<file path="config.mk">
export PLATFORM = sky130hd
export DESIGN_NAME = arcs_top
export DESIGN_NICKNAME = d
export VERILOG_FILES = /design/src/hw/arcs_pkg.sv /design/src/hw/arcs_reg8.sv /design/src/hw/arcs_decode.sv /design/src/hw/arcs_top.sv
export SDC_FILE = /design/constraint.sdc
export NUM_CORES = 1
export LEC_CHECK = 0
export BUFFER_PORTS_ARGS = -buffer_cell sky130_fd_sc_hd__buf_2
export CAP_MARGIN = 0
export CELL_PAD_IN_SITES_DETAIL_PLACEMENT = 0
export CELL_PAD_IN_SITES_GLOBAL_PLACEMENT = 1
export CORE_ASPECT_RATIO = 1.75
export CORE_MARGIN = 3
export CORE_UTILIZATION = 26
export CTS_CLUSTER_DIAMETER = 120
export DETAILED_ROUTE_END_ITERATION = 12
export PLACE_DENSITY_LB_ADDON = 0.25
export SYNTH_ARGS = -nofsm -noshare
export SYNTH_HDL_FRONTEND = slang
export SYNTH_SLANG_ARGS = --single-unit
</file>
<file path="constraint.sdc">
create_clock -name clk_sys -period 1.55 [get_ports clk_sys]
set_input_delay 0.0775 -clock clk_sys [delete_from_list [all_inputs] [get_ports clk_sys]]
set_output_delay 0.0775 -clock clk_sys [all_outputs]
set_load 0.01 [all_outputs]
</file>
<file path="src/hw/arcs_pkg.sv">
// Package: register map, field layout and channel codes of the reference/channel select block
package arcs_pkg;

    // ************************************************************
    // Register map
    // ************************************************************
    localparam logic [15:0] REF_SEL_OFS   = 16'h1D2B;
    localparam logic [15:0] PCH_SEL_OFS   = 16'h1D1F;
    localparam logic [7:0]  REF_SEL_RST   = 8'h00;
    localparam logic [7:0]  PCH_SEL_RST   = 8'h00;

    // ************************************************************
    // Field layout
    // ************************************************************
    localparam int          NEG_REF_BIT   = 4;
    localparam int          POS_REF_LSB   = 0;
    localparam int          POS_REF_W     = 2;
    localparam int          PCH_W         = 6;
    localparam logic [7:0]  REF_SEL_MASK  = 8'h13;
    localparam logic [7:0]  PCH_SEL_MASK  = 8'h3F;

    // ************************************************************
    // Positive reference codes
    // ************************************************************
    localparam logic [1:0]  POS_REF_SEL_SUPPLY   = 2'h0;
    localparam logic [1:0]  POS_REF_SEL_RSVD     = 2'h1;
    localparam logic [1:0]  POS_REF_SEL_EXT      = 2'h2;
    localparam logic [1:0]  POS_REF_SEL_FIXED    = 2'h3;

    // ************************************************************
    // Channel codes
    // ************************************************************
    localparam logic [5:0]  PCH_FVR_BUF2  = 6'h3F;
    localparam logic [5:0]  PCH_FVR_BUF1  = 6'h3E;
    localparam logic [5:0]  PCH_DAC2      = 6'h3D;
    localparam logic [5:0]  PCH_DAC1      = 6'h3C;
    localparam logic [5:0]  PCH_TEMP      = 6'h3B;
    localparam logic [5:0]  PCH_AGND      = 6'h3A;
    localparam logic [5:0]  PCH_RSVD_HI   = 6'h39;
    localparam logic [5:0]  PCH_RSVD_LO   = 6'h24;
    localparam int          PCH_EXT_N     = 36;

    // High reference source
    typedef enum logic [1:0] {
        ARCS_HREF_SUPPLY,
        ARCS_HREF_EXT,
        ARCS_HREF_FIXED,
        ARCS_HREF_NONE
    } arcs_href_e;

    // Positive input source kind
    typedef enum logic [2:0] {
        ARCS_SRC_EXT,
        ARCS_SRC_FVR_BUF1,
        ARCS_SRC_FVR_BUF2,
        ARCS_SRC_DAC1,
        ARCS_SRC_DAC2,
        ARCS_SRC_TEMP,
        ARCS_SRC_AGND,
        ARCS_SRC_NONE
    } arcs_src_e;

    // Register bus request
    typedef struct packed {
        logic        wr;
        logic        rd;
        logic [15:0] addr;
        logic [7:0]  wdata;
    } arcs_bus_s;

    // Analog routing controls
    typedef struct packed {
        logic                  low_ref_ext;
        arcs_href_e            high_ref;
        arcs_src_e             src;
        logic [PCH_EXT_N-1:0]  ext_onehot;
    } arcs_route_s;

endpackage : arcs_pkg

</file>
<file path="src/hw/arcs_reg8.sv">
// Module: one 8-bit control register with write mask and synchronous reset
module arcs_reg8 #(
    parameter logic [7:0] RST_VAL = 8'h00,
    parameter logic [7:0] MASK    = 8'hFF
) (
    // Clock and reset
    input  wire logic       clk_sys,
    input  wire logic       rst_n,
    input  wire logic       clk_en,
    // Write port
    input  wire logic       we,
    input  wire logic [7:0] wdata,
    // Stored value
    output logic      [7:0] q
);

    logic [7:0] q_reg;
    logic [7:0] q_next;

    // Unimplemented bits never store
    always_comb begin
        q_next = q_reg;
        if (we) begin
            q_next = wdata & MASK;
        end
    end

    // Register stage
    always_ff @(posedge clk_sys) begin
        if (!rst_n) begin
            q_reg <= RST_VAL;
        end else if (clk_en) begin
            q_reg <= q_next;
        end
    end

    assign q = q_reg;

endmodule : arcs_reg8

</file>
<file path="src/hw/arcs_decode.sv">
// Module: decodes stored fields into analog routing controls
module arcs_decode (
    // Stored fields
    input  wire logic [7:0]         ref_sel,
    input  wire logic [7:0]         pch_sel,
    // Routing controls
    output arcs_pkg::arcs_route_s   route
);

    logic [1:0] pos_ref_sel;
    logic [5:0] code;

    assign pos_ref_sel = ref_sel[arcs_pkg::POS_REF_LSB +: arcs_pkg::POS_REF_W];
    assign code = pch_sel[arcs_pkg::PCH_W-1:0];

    // Reference and channel decode
    always_comb begin
        route.low_ref_ext = ref_sel[arcs_pkg::NEG_REF_BIT];
        unique case (pos_ref_sel)
            arcs_pkg::POS_REF_SEL_FIXED:  route.high_ref = arcs_pkg::ARCS_HREF_FIXED;
            arcs_pkg::POS_REF_SEL_EXT:    route.high_ref = arcs_pkg::ARCS_HREF_EXT;
            arcs_pkg::POS_REF_SEL_SUPPLY: route.high_ref = arcs_pkg::ARCS_HREF_SUPPLY;
            default:               route.high_ref = arcs_pkg::ARCS_HREF_NONE;
        endcase
        route.ext_onehot = '0;
        if (code == arcs_pkg::PCH_FVR_BUF2) begin
            route.src = arcs_pkg::ARCS_SRC_FVR_BUF2;
        end else if (code == arcs_pkg::PCH_FVR_BUF1) begin
            route.src = arcs_pkg::ARCS_SRC_FVR_BUF1;
        end else if (code == arcs_pkg::PCH_DAC2) begin
            route.src = arcs_pkg::ARCS_SRC_DAC2;
        end else if (code == arcs_pkg::PCH_DAC1) begin
            route.src = arcs_pkg::ARCS_SRC_DAC1;
        end else if (code == arcs_pkg::PCH_TEMP) begin
            route.src = arcs_pkg::ARCS_SRC_TEMP;
        end else if (code == arcs_pkg::PCH_AGND) begin
            route.src = arcs_pkg::ARCS_SRC_AGND;
        end else if (code >= arcs_pkg::PCH_RSVD_LO) begin
            route.src = arcs_pkg::ARCS_SRC_NONE;
        end else begin
            route.src = arcs_pkg::ARCS_SRC_EXT;
            route.ext_onehot[code] = 1'b1;
        end
    end

endmodule : arcs_decode

</file>
<file path="src/hw/arcs_top.sv">
// Module: reference and positive-channel select registers of the converter
//
// Contract
// - Bit 4 of the reference register routes the low reference to the external pin when 1, ground when 0.
// - Positive-reference code 11 connects the high reference to the fixed voltage reference.
// - Positive-reference code 10 picks the external pin, 00 the supply, and 01 is reserved.
// - The channel register holds a six-bit read/write code in bits 5:0, zero after reset, steering the input mux.
// - Channel code 111111 connects the input to the second fixed-reference buffer.
// - Channel code 111110 connects the input to the first fixed-reference buffer.
// - Codes 111101/111100 pick DAC two/one, 111011 the temperature indicator, 111010 analog ground.
// - Codes 111001 down to 100100 connect the input to nothing.
//
// Decided for this implementation: strobed register access.
module arcs_top (
    // Clock and reset
    input  wire logic                 clk_sys,
    input  wire logic                 rst_n,
    input  wire logic                 clk_en,
    // Register port
    input  wire logic [15:0]          reg_addr,
    input  wire logic [7:0]           reg_wdata,
    input  wire logic                 reg_wr,
    input  wire logic                 reg_rd,
    output logic      [7:0]           reg_rdata,
    // Analog routing
    output arcs_pkg::arcs_route_s     route
);

    // ************************************************************
    // Address decode and storage
    // ************************************************************
    arcs_pkg::arcs_bus_s bus;
    logic [7:0]          ref_q;
    logic [7:0]          pch_q;
    logic                ref_we;
    logic                pch_we;
    logic [7:0]          rdata_reg;
    logic [7:0]          rdata_next;

    assign bus    = '{wr: reg_wr, rd: reg_rd, addr: reg_addr, wdata: reg_wdata};
    assign ref_we = bus.wr && (bus.addr == arcs_pkg::REF_SEL_OFS);
    assign pch_we = bus.wr && (bus.addr == arcs_pkg::PCH_SEL_OFS);

    // Reference register; mask drops reserved bits
    arcs_reg8 #(
        .RST_VAL (arcs_pkg::REF_SEL_RST),
        .MASK    (arcs_pkg::REF_SEL_MASK)
    ) u_ref (
        .clk_sys (clk_sys),
        .rst_n   (rst_n),
        .clk_en  (clk_en),
        .we      (ref_we),
        .wdata   (bus.wdata),
        .q       (ref_q)
    );

    // Channel register, six live bits
    arcs_reg8 #(
        .RST_VAL (arcs_pkg::PCH_SEL_RST),
        .MASK    (arcs_pkg::PCH_SEL_MASK)
    ) u_pch (
        .clk_sys (clk_sys),
        .rst_n   (rst_n),
        .clk_en  (clk_en),
        .we      (pch_we),
        .wdata   (bus.wdata),
        .q       (pch_q)
    );

    // ************************************************************
    // Read path
    // ************************************************************

    // Unmapped reads return zero; data held only for one cycle
    always_comb begin
        rdata_next = 8'h00;
        if (bus.rd && (bus.addr == arcs_pkg::REF_SEL_OFS)) begin
            rdata_next = ref_q & arcs_pkg::REF_SEL_MASK;
        end else if (bus.rd && (bus.addr == arcs_pkg::PCH_SEL_OFS)) begin
            rdata_next = pch_q & arcs_pkg::PCH_SEL_MASK;
        end
    end

    always_ff @(posedge clk_sys) begin
        if (!rst_n) begin
            rdata_reg <= 8'h00;
        end else if (clk_en) begin
            rdata_reg <= rdata_next;
        end
    end

    assign reg_rdata = rdata_reg;

    // ************************************************************
    // Routing decode
    // ************************************************************
    arcs_decode u_dec (
        .ref_sel (ref_q),
        .pch_sel (pch_q),
        .route   (route)
    );
endmodule : arcs_top

</file>
### Yosys cells after proc, flatten, opt, wreduce, memory -nomap -nowiden

Index checks and enable logic that the tools add are counted.

* word-level logic and storage cells: 43
* bits in registers: 17
* bits of input ports: 29
* output and inout port bits: 50

* eq/ne operators: 10
* reductions and logical operators: 8
* mux-type cells: 19
* magnitude comparators: 3

Operators by type and width (count)
* $mux W36: 7
* $eq A6 B6 Y1 const B: 6
* $eq A16 B13 Y1 const B: 2
* $mux W3: 7
* $mux W8: 1
* $lt A6 B7 Y1 const B: 1
* $demux W1 S6: 1
* $ge A6 B1 Y1 const B: 1
* $ge A6 B6 Y1 const B: 1
* $mux W6: 1
* $pmux W2 S3: 1
* $logic_and A1 B1 Y1: 5
* $eq A2 B2 Y1 const B: 2
* $reduce_and A2 Y1: 2
* $logic_not A2 Y1: 1
* $mux W1: 1

### Depth between registers and ports, before layout

Gate-level depths: netlist of run 1.

* word-level depth: 11
* depth in mapped cells: 5
* depth with buffers taken out: 4

### Cells and area by module

From an unflattened synthesis of run 1, not the netlist that was laid out.

* cell total of the unflattened synthesis: 168
* area total of the unflattened synthesis: 1198.6 um^2

Modules (own cells, without submodules)
* arcs_decode: instances 1, seq. area each 0.0 um^2, area an instance 425.4 um^2, cells each 79
* arcs_top: instances 1, seq. area each 120.1 um^2, area an instance 350.3 um^2, cells each 41
* arcs_reg8 at u_pch: instances 1, seq. area each 120.1 um^2, area an instance 256.5 um^2, cells each 29
* arcs_reg8 at u_ref: instances 1, seq. area each 60.1 um^2, area an instance 166.4 um^2, cells each 19

### Least setup slack after synthesis of run 1

No wires, ideal clock.

* path kind: input port to flip-flop
* from: in reg_addr[13]
* to: reg u_pch.q_reg[0], in the netlist u_pch.q[0]
* setup time: 0.072 ns
* arrival time: 1.374 ns
* path slack: 0.104 ns
* stages: 3
* data required time: 1.478 ns
* path through: or4b_4 -> nor4_4 -> mux2i_1

* cells in the longest elaborated chain, start to end: 3

RTL lines
* start, declared: line arcs_top.sv:20 `input wire logic [15:0] reg_addr,`
* $eq A16 B13 Y1: line arcs_top.sv:42 `assign pch_we = bus.wr && (bus.addr == arcs_pkg::PCH_SEL_OFS);`
* $logic_and A1 B1 Y1: line arcs_top.sv:42
* $reduce_and A2 Y1 (no source line)
* end signal, assigned: line arcs_reg8.sv:33 `q_reg <= q_next;`
* end, declared: line arcs_reg8.sv:17 `logic [7:0] q_reg;`

No other way between the ends.
A chain may end at the register's enable or synchronous reset.

==> run metrics, run 1 <==
H-tree levels 1; grt total ovfl 0; clk buf depth 2; count leader, synth nor2_1; WL final 3399 µm; Final setup viols 0; post-detail-place hpwl 2855 µm; DR WL met2 1741 µm; highest routed metal layer met4; Antenna Cells 0; CP max stage cell dfxtp_1; largest net degree at the start of global routing 22; initial antenna violation count 0; Remaining DRCs 0; Fillers 466; initial core utilization 0.2716; M1 WL 1315 µm; Synth top cells by count nor2_1 (41), nand2_1 (26), dfxtp_1 (15); area leader, netlist dfxtp_1; Hold Path End u_pch.q[3]; Placer Congestion 0.7738; GRT Total Usage 0.1300; HP Start reg_wdata[3]; die height 93.11 µm; CP delay by family, top simple AND/OR/NAND/NOR gates; Setup crit end kind output pin; post-synth top area share 0.2664; number of synthesis warnings 0; worst-skew pair later-pin latency 0.25 ns; VDD IR max 0.3552 mV; Syn Area/Cell 6.874 µm²; Worst Skew 0.003266 ns; # IOs 79; Syn Std Cell Area 1127 µm²; clock-pin transition on the worst setup and hold timing paths 0.07 ns; Cells after Synth 164; Routed wire per std cell 11.88 µm; number of global-route vias before repair 1199; die width 55.78 µm; Yosys cell types 32; R2R cell count 3; Final Hold Fails 0; Setup WS pre-CTS -0.0006577 ns; main combinational cell family by area after synthesis simple AND/OR/NAND/NOR gates; Reg-to-Reg End reg_rdata[4]; Setup TNS 0 ns; multi-input logic area 773.2 µm²; register area share after synthesis 0.2664; number of enable flip-flop cells after synthesis 0; RSZ-0062 raised after global routing false; status finished, final reports clean; cts hold-fix bufs 0; period utilization 0.9186; # Max-Cap Violations 0; worst path arrival time 1.35 ns; Num CTS Buffers 3; RR Startpoint u_pch.q[4]; Post-synth ARST share 0; Initial DRC Count 86; crit-path cells and2_4 -> a21oi_2 -> nand2_1 -> nor2_1 -> buf_2; fin. max-slew vios 0; share of layout cells above drive strength 1 0.4430; post-synthesis xor/xnor area fraction 0.007769; CTS sink cnt 15; DR WL met3 317 µm; worst hold path type primary input to register; CTS Root Cell clkbuf_8; PD cells 480.6 nW/µm²; synth top area cells dfxtp_1 (27%), nor2_1 (14%), nand2_1 (8.7%); WP buf/inv 1; Reg2Reg Setup Slack 0.62 ns; post-route worst setup slack 0.1262 ns; via count 1336; fmax 702.4 MHz; area share of and/or/nand/nor cells after synthesis 0.4606; Rows 31; Nets 269; complex-gate fraction of the synthesized area 0.08990; register area 304.0 µm²; Tmin final 1.424 ns; mux share of post-synthesis cell area 0.07991; critical path type register to output pin; Adder-Cell Fraction of Synth Area 0.02220; hold path depth 3; worst stage delay on the critical path 0.37 ns; first-pass GRT wire length 5547 µm; TritonCTS clock tree done; critical path launch point type register; Core ar. 4150 µm²; Seq cells post-synth 15; DRT antenna net count 0; TritonRoute pass-1 iters 4; Static Leak 0.8235 nW; crit-path max FO 6; WP data required 1.47 ns; Area Growth Syn to Fin 45.50%; number of vias per cell 4.671; die area 5193 µm²; Port Buf Inserts 74; ys flop type dfxtp_1
cells in the final DEF, fill, tap and decap left out, types with 2 or more instances in the layout:
cell	instances
a21boi_0	3
a21oi_1	2
a31oi_1	4
buf_2	74
buf_4	10
clkbuf_8	3
conb_1	2
dfxtp_1	12
dfxtp_2	3
ha_1	2
inv_1	2
mux2i_1	9
nand2_1	26
nand2b_1	6
nand3_1	8
nand4_1	3
nor2_1	41
nor4_4	2
o21ai_0	4
or3b_4	2
worst max-delay path by stage:
stage                 startpoint          to  slack (ns)  cells after the start
floorplan           reg_addr[13]  u_pch.q[0]        0.10                      3
global placement    reg_addr[13]  u_ref.q[4]        0.03                      4
detailed placement  reg_addr[13]  u_ref.q[4]     -0.0007                      4
CTS                   u_pch.q[4]    route[7]      -0.001                      5
global route          u_pch.q[2]   route[37]        0.01                      6
finish                u_pch.q[4]    route[7]        0.13                      5
worst min-delay path, stage by stage:
cell     delay (ns)
buf_2          0.10
nand2_1        0.05
mux2i_1        0.05
kinds of logic after synthesis:
group,Yosys count
buffers and inverters,18
flip-flops,15
adder cells (fa/ha/maj),2
XOR/XNOR,1
AND/OR/NAND/NOR,102
AO/OA/AOI/OAI,16
other,1
multiplexers,9
timing repair:
item / in CTS / in global routing
pin swaps: 0 / 1
setup endpoints to repair: 24 / 24
buffers inserted: 0 / 0
resized for setup: 4 / 8
area by class of cell:
| cell class | count | area share |
|---|---|---|
| multi-input combinational | 132 | 0.4714 |
| timing repair buffer | 84 | 0.2715 |
| sequential | 15 | 0.1854 |
| tap | 49 | 0.03738 |
| clock buffer | 3 | 0.02517 |
| clock inverter | 1 | 0.004577 |
| inverter | 2 | 0.004577 |
stage by stage:
| step | total power, mW | cells | instance area, µm² | hold slack, ns | util |
|---|---|---|---|---|---|
| finish | 0.7883 | 286 | 1640 | 0.06709 | 0.3952 |
| global route | 0.8217 | 286 | 1640 | 0.07305 | 0.3952 |
| CTS | 0.7997 | 286 | 1622 | 0.07224 | 0.3907 |
| detailed placement | 0.4761 | 282 | 1567 | 0.3389 | 0.3775 |
| global placement | 0.4760 | 282 | 1567 | 0.3349 | 0.3775 |
| floorplan | 0.4371 | 165 | 1131 | 0.2197 | - |
report_power, final:
| group | leakage [nW] | switching (mW) | internal (mW) | total (mW) |
|---|---|---|---|---|
| logic | 0.679 | 0.0378 | 0.0374 | 0.0753 |
| registers | 0.123 | 0.00197 | 0.389 | 0.391 |
| clock network | 0.0217 | 0.142 | 0.180 | 0.322 |
per-layer routing:
metal | global-route usage | vias to the layer above
li1 | - | 690
met1 | 0.1398 | 574
met2 | 0.2470 | 70
met3 | 0.02624 | 2
met4 | 0.04260 | 0
met5 | 0 | -
Note: power is estimated with default switching activity, not from simulation.
==> inputs of run 2 (changes only) <==
CORE_UTILIZATION = 27   (was 26)
SYNTH_HIERARCHICAL = 1   (was default)
==> run metrics, run 2 <==
period utilization 0.9512; worst hold path type primary input to register; number of vias per cell 4.779; Setup WS pre-CTS 0.1841 ns; critical path type register to output pin; Routed wire per std cell 12.28 µm; number of synthesis warnings 6; die area 5063 µm²; # IOs 79; Placer Congestion 0.7620; clk buf depth 2; Cells after Synth 159; post-route worst setup slack 0.07561 ns; Remaining DRCs 0; Rows 30; TritonRoute pass-1 iters 4; # Max-Cap Violations 0; fmax 678.2 MHz; VDD IR max 0.4186 mV; cts hold-fix bufs 0; Tmin final 1.474 ns; status finished, final reports clean; CP startpoint u_pch/q[2]; R2R cell count 3; post-route cell area 1640 µm²; Setup crit end kind output pin; share of layout cells above drive strength 1 0.4726; H-tree levels 1; RR Startpoint u_pch/q[0]; worst-skew pair later-pin latency 0.24 ns; RSZ-0062 raised after global routing true; Final Hold Fails 0; PD cells 464.1 nW/µm²; Logic pwr share 0.088; Syn Std Cell Area 1139 µm²; Static Leak 0.8221 nW; Initial DRC Count 21; commonest non-fill, non-tap cell in the layout buf_2; initial antenna violation count 0; die height 91.91 µm; Area Growth Syn to Fin 44.07%; Sw Ratio 0.2126; GRT Total Usage 0.1360; die width 55.09 µm; Fillers 454; grt total ovfl 0; Critical Path End route[36]; fin. max-slew vios 0; Num CTS Buffers 3; Clock power frac 0.407; WL final 3500 µm; final core occ 0.4123; Worst Skew 0.001387 ns; Antenna Cells 0; postcts setup bufs 0; critical path launch point type register; initial core utilization 0.2862; number of global-route vias before repair 1217; worst path arrival time 1.40 ns; Seq pwr share 0.504; first-pass GRT wire length 5175 µm; DRT antenna net count 0; clock-pin transition on the worst setup and hold timing paths 0.06 ns; via count 1362; CTS sink cnt 15; Port Buf Inserts 74; Area after DPL 1572 µm²; CTS Root Cell clkbuf_8; post-detail-place hpwl 2957 µm; TritonCTS clock tree done; Final setup viols 0; Core ar. 3979 µm²; crit-path max FO 5; Nets 269; P_sw 0.1619 mW; Syn Area/Cell 7.161 µm²; WP data required 1.47 ns; commonest non-fill, non-tap cells in the layout buf_2 (74), nor2_1 (32), nand2_1 (24); largest net degree at the start of global routing 19; Reg2Reg Setup Slack 0.61 ns; Reg-to-Reg End reg_rdata[0]; internal power 0.5994 mW
==> run 2: final cells by class <==
type / instances / area (µm²) / share of cell area
inverters: 2 / 7.507 / 0.004577
flip-flops and latches: 15 / 306.5 / 0.1869
multi-input cells: 131 / 764.5 / 0.4661
clock buffers: 4 / 45.04 / 0.02746
well taps: 48 / 60.06 / 0.03661
repair buffers: 85 / 456.7 / 0.2784
==> run 2: critical path, cell delays in order (launching register included) <==
cell and delay [ns]:
dfxtp_2 0.33, buf_6 0.12, or3b_4 0.36, a21oi_2 0.14, nor2_1 0.06, buf_2 0.14
==> run 2: what timing repair did <==
item / in CTS / in global routing
resized for setup: 4 / 8
pin swaps: 0 / 3
cloned: 0 / 0
setup endpoints to repair: 10 / 10
==> run 2: routing by layer <==
layer  global-route usage  routed length (µm)
met5                    0                   0
met4              0.05477                  44
met3              0.01301                 338
met2               0.2806                1879
met1               0.1159                1237
==> run 2: worst min-delay path by stage <==
stage | cells after the start | end | from
global placement | 3 | u_pch/q[3] | reg_wdata[3]
global route | 3 | u_pch/q[3] | reg_wdata[3]
CTS | 3 | u_pch/q[5] | reg_wdata[5]
floorplan | 2 | u_pch/q[1] | reg_wdata[1]
finish | 3 | u_pch/q[2] | reg_wdata[2]
detailed placement | 3 | u_pch/q[5] | reg_wdata[5]
==> run 2: metrics by stage <==
stage	TNS, ns	std cells	power, mW	hold slack [ns]
after floorplan	0	160	0.4180	0.2205
after global placement	0	281	0.4614	0.3360
after detailed placement	0	281	0.4616	0.3299
after CTS	-0.06655	285	0.7720	0.07835
after global routing	-0.007663	285	0.7901	0.08666
final	0	285	0.7613	0.07682
==> run 2: power groups by stage <==
stage | registers [mW] | logic [mW] | clock network (mW)
detailed placement | 0.394 | 0.0676 | 0
global placement | 0.394 | 0.0674 | 0
CTS | 0.386 | 0.0677 | 0.319
global route | 0.384 | 0.0764 | 0.330
floorplan | 0.394 | 0.0239 | 0
finish | 0.384 | 0.0673 | 0.310
==> inputs of run 3 (changes only) <==
RECOVER_POWER = 25   (was default)
TNS_END_PERCENT = 30   (was default)
==> run metrics, run 3 (synthesized netlist as in run 2, its figures left out) <==
Area Growth Syn to Fin 40.99%; DRT antenna net count 0; Slew @ Worst Pin 0.5542 ns; RR Startpoint u_pch/q[0]; Worst Skew 0.002194 ns; initial antenna violation count 0; Rows 30; H-tree levels 1; first-pass GRT wire length 5175 µm; Final Hold Fails 0; post-detail-place hpwl 2957 µm; GRT Total Usage 0.1360; hold path depth 3; Remaining DRCs 0; initial core utilization 0.2862; TritonCTS clock tree done; crit-path max FO 5; largest net degree at the start of global routing 19; die height 91.91 µm; Hold Path End u_pch/q[2]; period utilization 0.9516; Clock power frac 0.409; Worst slew margin 0.6305; Logic pwr share 0.083; R2R cell count 3; Placer Congestion 0.7620; clock-pin transition on the worst setup and hold timing paths 0.06 ns; via count 1385; WL final 3524 µm; Num CTS Buffers 3; internal power 0.5974 mW; Core ar. 3979 µm²; status finished, final reports clean; Reg2Reg Setup Slack 0.60 ns; Tmin final 1.475 ns; critical path type register to output pin; postcts setup bufs 0; worst-skew pair later-pin latency 0.24 ns; VDD IR max 0.4193 mV; Sw Ratio 0.2106; die width 55.09 µm; number of global-route vias before repair 1217; Routed wire per std cell 12.36 µm; Seq pwr share 0.507; Reg-to-Reg End reg_rdata[0]; Antenna Cells 0; Initial DRC Count 19; P_sw 0.1594 mW; HP Start reg_wdata[2]; CTS Root Cell clkbuf_8; commonest non-fill, non-tap cell in the layout buf_2; WP data required 1.47 ns; # IOs 79; clk buf depth 2; Non-Filler Instances 285; worst hold path type primary input to register; CTS sink cnt 15; Fin Hold WS 0.07630 ns; Fillers 462; share of layout cells above drive strength 1 0.4262; critical path launch point type register; number of vias per cell 4.860; final core occ 0.4035; PD cells 471.4 nW/µm²; fmax 678.0 MHz; TritonRoute pass-1 iters 4; Final setup viols 0; Nets 269; worst path arrival time 1.40 ns; # Max-Cap Violations 0; RSZ-0062 raised after global routing true; # placed instances 281; fin. max-slew vios 0; Static Leak 0.7702 nW; grt total ovfl 0; Port Buf Inserts 74; commonest non-fill, non-tap cells in the layout buf_2 (66), nor2_1 (32), nand2_1 (24); Setup crit end kind output pin; die area 5063 µm²
## run 3: power by group through the flow
| stage | Clock (mW) | Sequential [mW] | Combinational (mW) |
|---|---|---|---|
| 2_1_floorplan | 0 | 0.394 | 0.0239 |
| 3_3_place_gp | 0 | 0.394 | 0.0674 |
| 3_5_place_dp | 0 | 0.394 | 0.0676 |
| 4_1_cts | 0.319 | 0.386 | 0.0677 |
| 5_1_grt | 0.330 | 0.384 | 0.0720 |
| 6_report | 0.310 | 0.384 | 0.0630 |
## run 3: timing repair
item,in CTS,in global routing
gates resized for setup,4,8
hold endpoints to repair,0,0
setup endpoints to repair,10,10
hold buffers,0,0
pin swaps,0,3
## run 3: worst max path at each step
stage	start	to	slack, ns
after global placement	u_pch/q[1]	route[36]	0.19
after detailed placement	u_pch/q[1]	route[36]	0.18
after floorplan	u_pch/q[2]	route[32]	0.27
final	u_pch/q[2]	route[36]	0.08
after CTS	u_pch/q[2]	route[36]	-0.07
after global routing	u_pch/q[2]	route[36]	-0.008
## run 3: layer usage
metal	vias to the layer above	GRT usage	wire (µm)
li1	699	-	-
met5	-	0	0
met4	0	0.05477	44
met1	613	0.1159	1244
met2	69	0.2806	1899
met3	4	0.01301	335
## run 3: through the flow
step	worst slack, ns	area [µm²]	power, mW	setup TNS [ns]
after floorplan	0.2661	1142	0.4180	0
after global placement	0.1853	1572	0.4614	0
after detailed placement	0.1841	1572	0.4616	0
after CTS	-0.06655	1623	0.7720	-0.06655
after global routing	-0.007663	1605	0.7857	-0.007663
final	0.07504	1605	0.7567	0
## run 3: worst max-delay path, cell delays in order, from the launching register on
cell and delay (ns):
dfxtp_2 0.33, buf_6 0.12, or3b_4 0.36, a21oi_2 0.14, nor2_1 0.06, buf_2 0.14
## run 3: area by class of cell
cell class / instances / area (µm²) / share of cell area
Clock buffer: 4 / 45.04 / 0.02806
Timing Repair Buffer: 85 / 442.9 / 0.2759
Multi-Input combinational cell: 131 / 743.2 / 0.4630
Sequential cell: 15 / 306.5 / 0.1910
Tap cell: 48 / 60.06 / 0.03741
Inverter: 2 / 7.507 / 0.004677
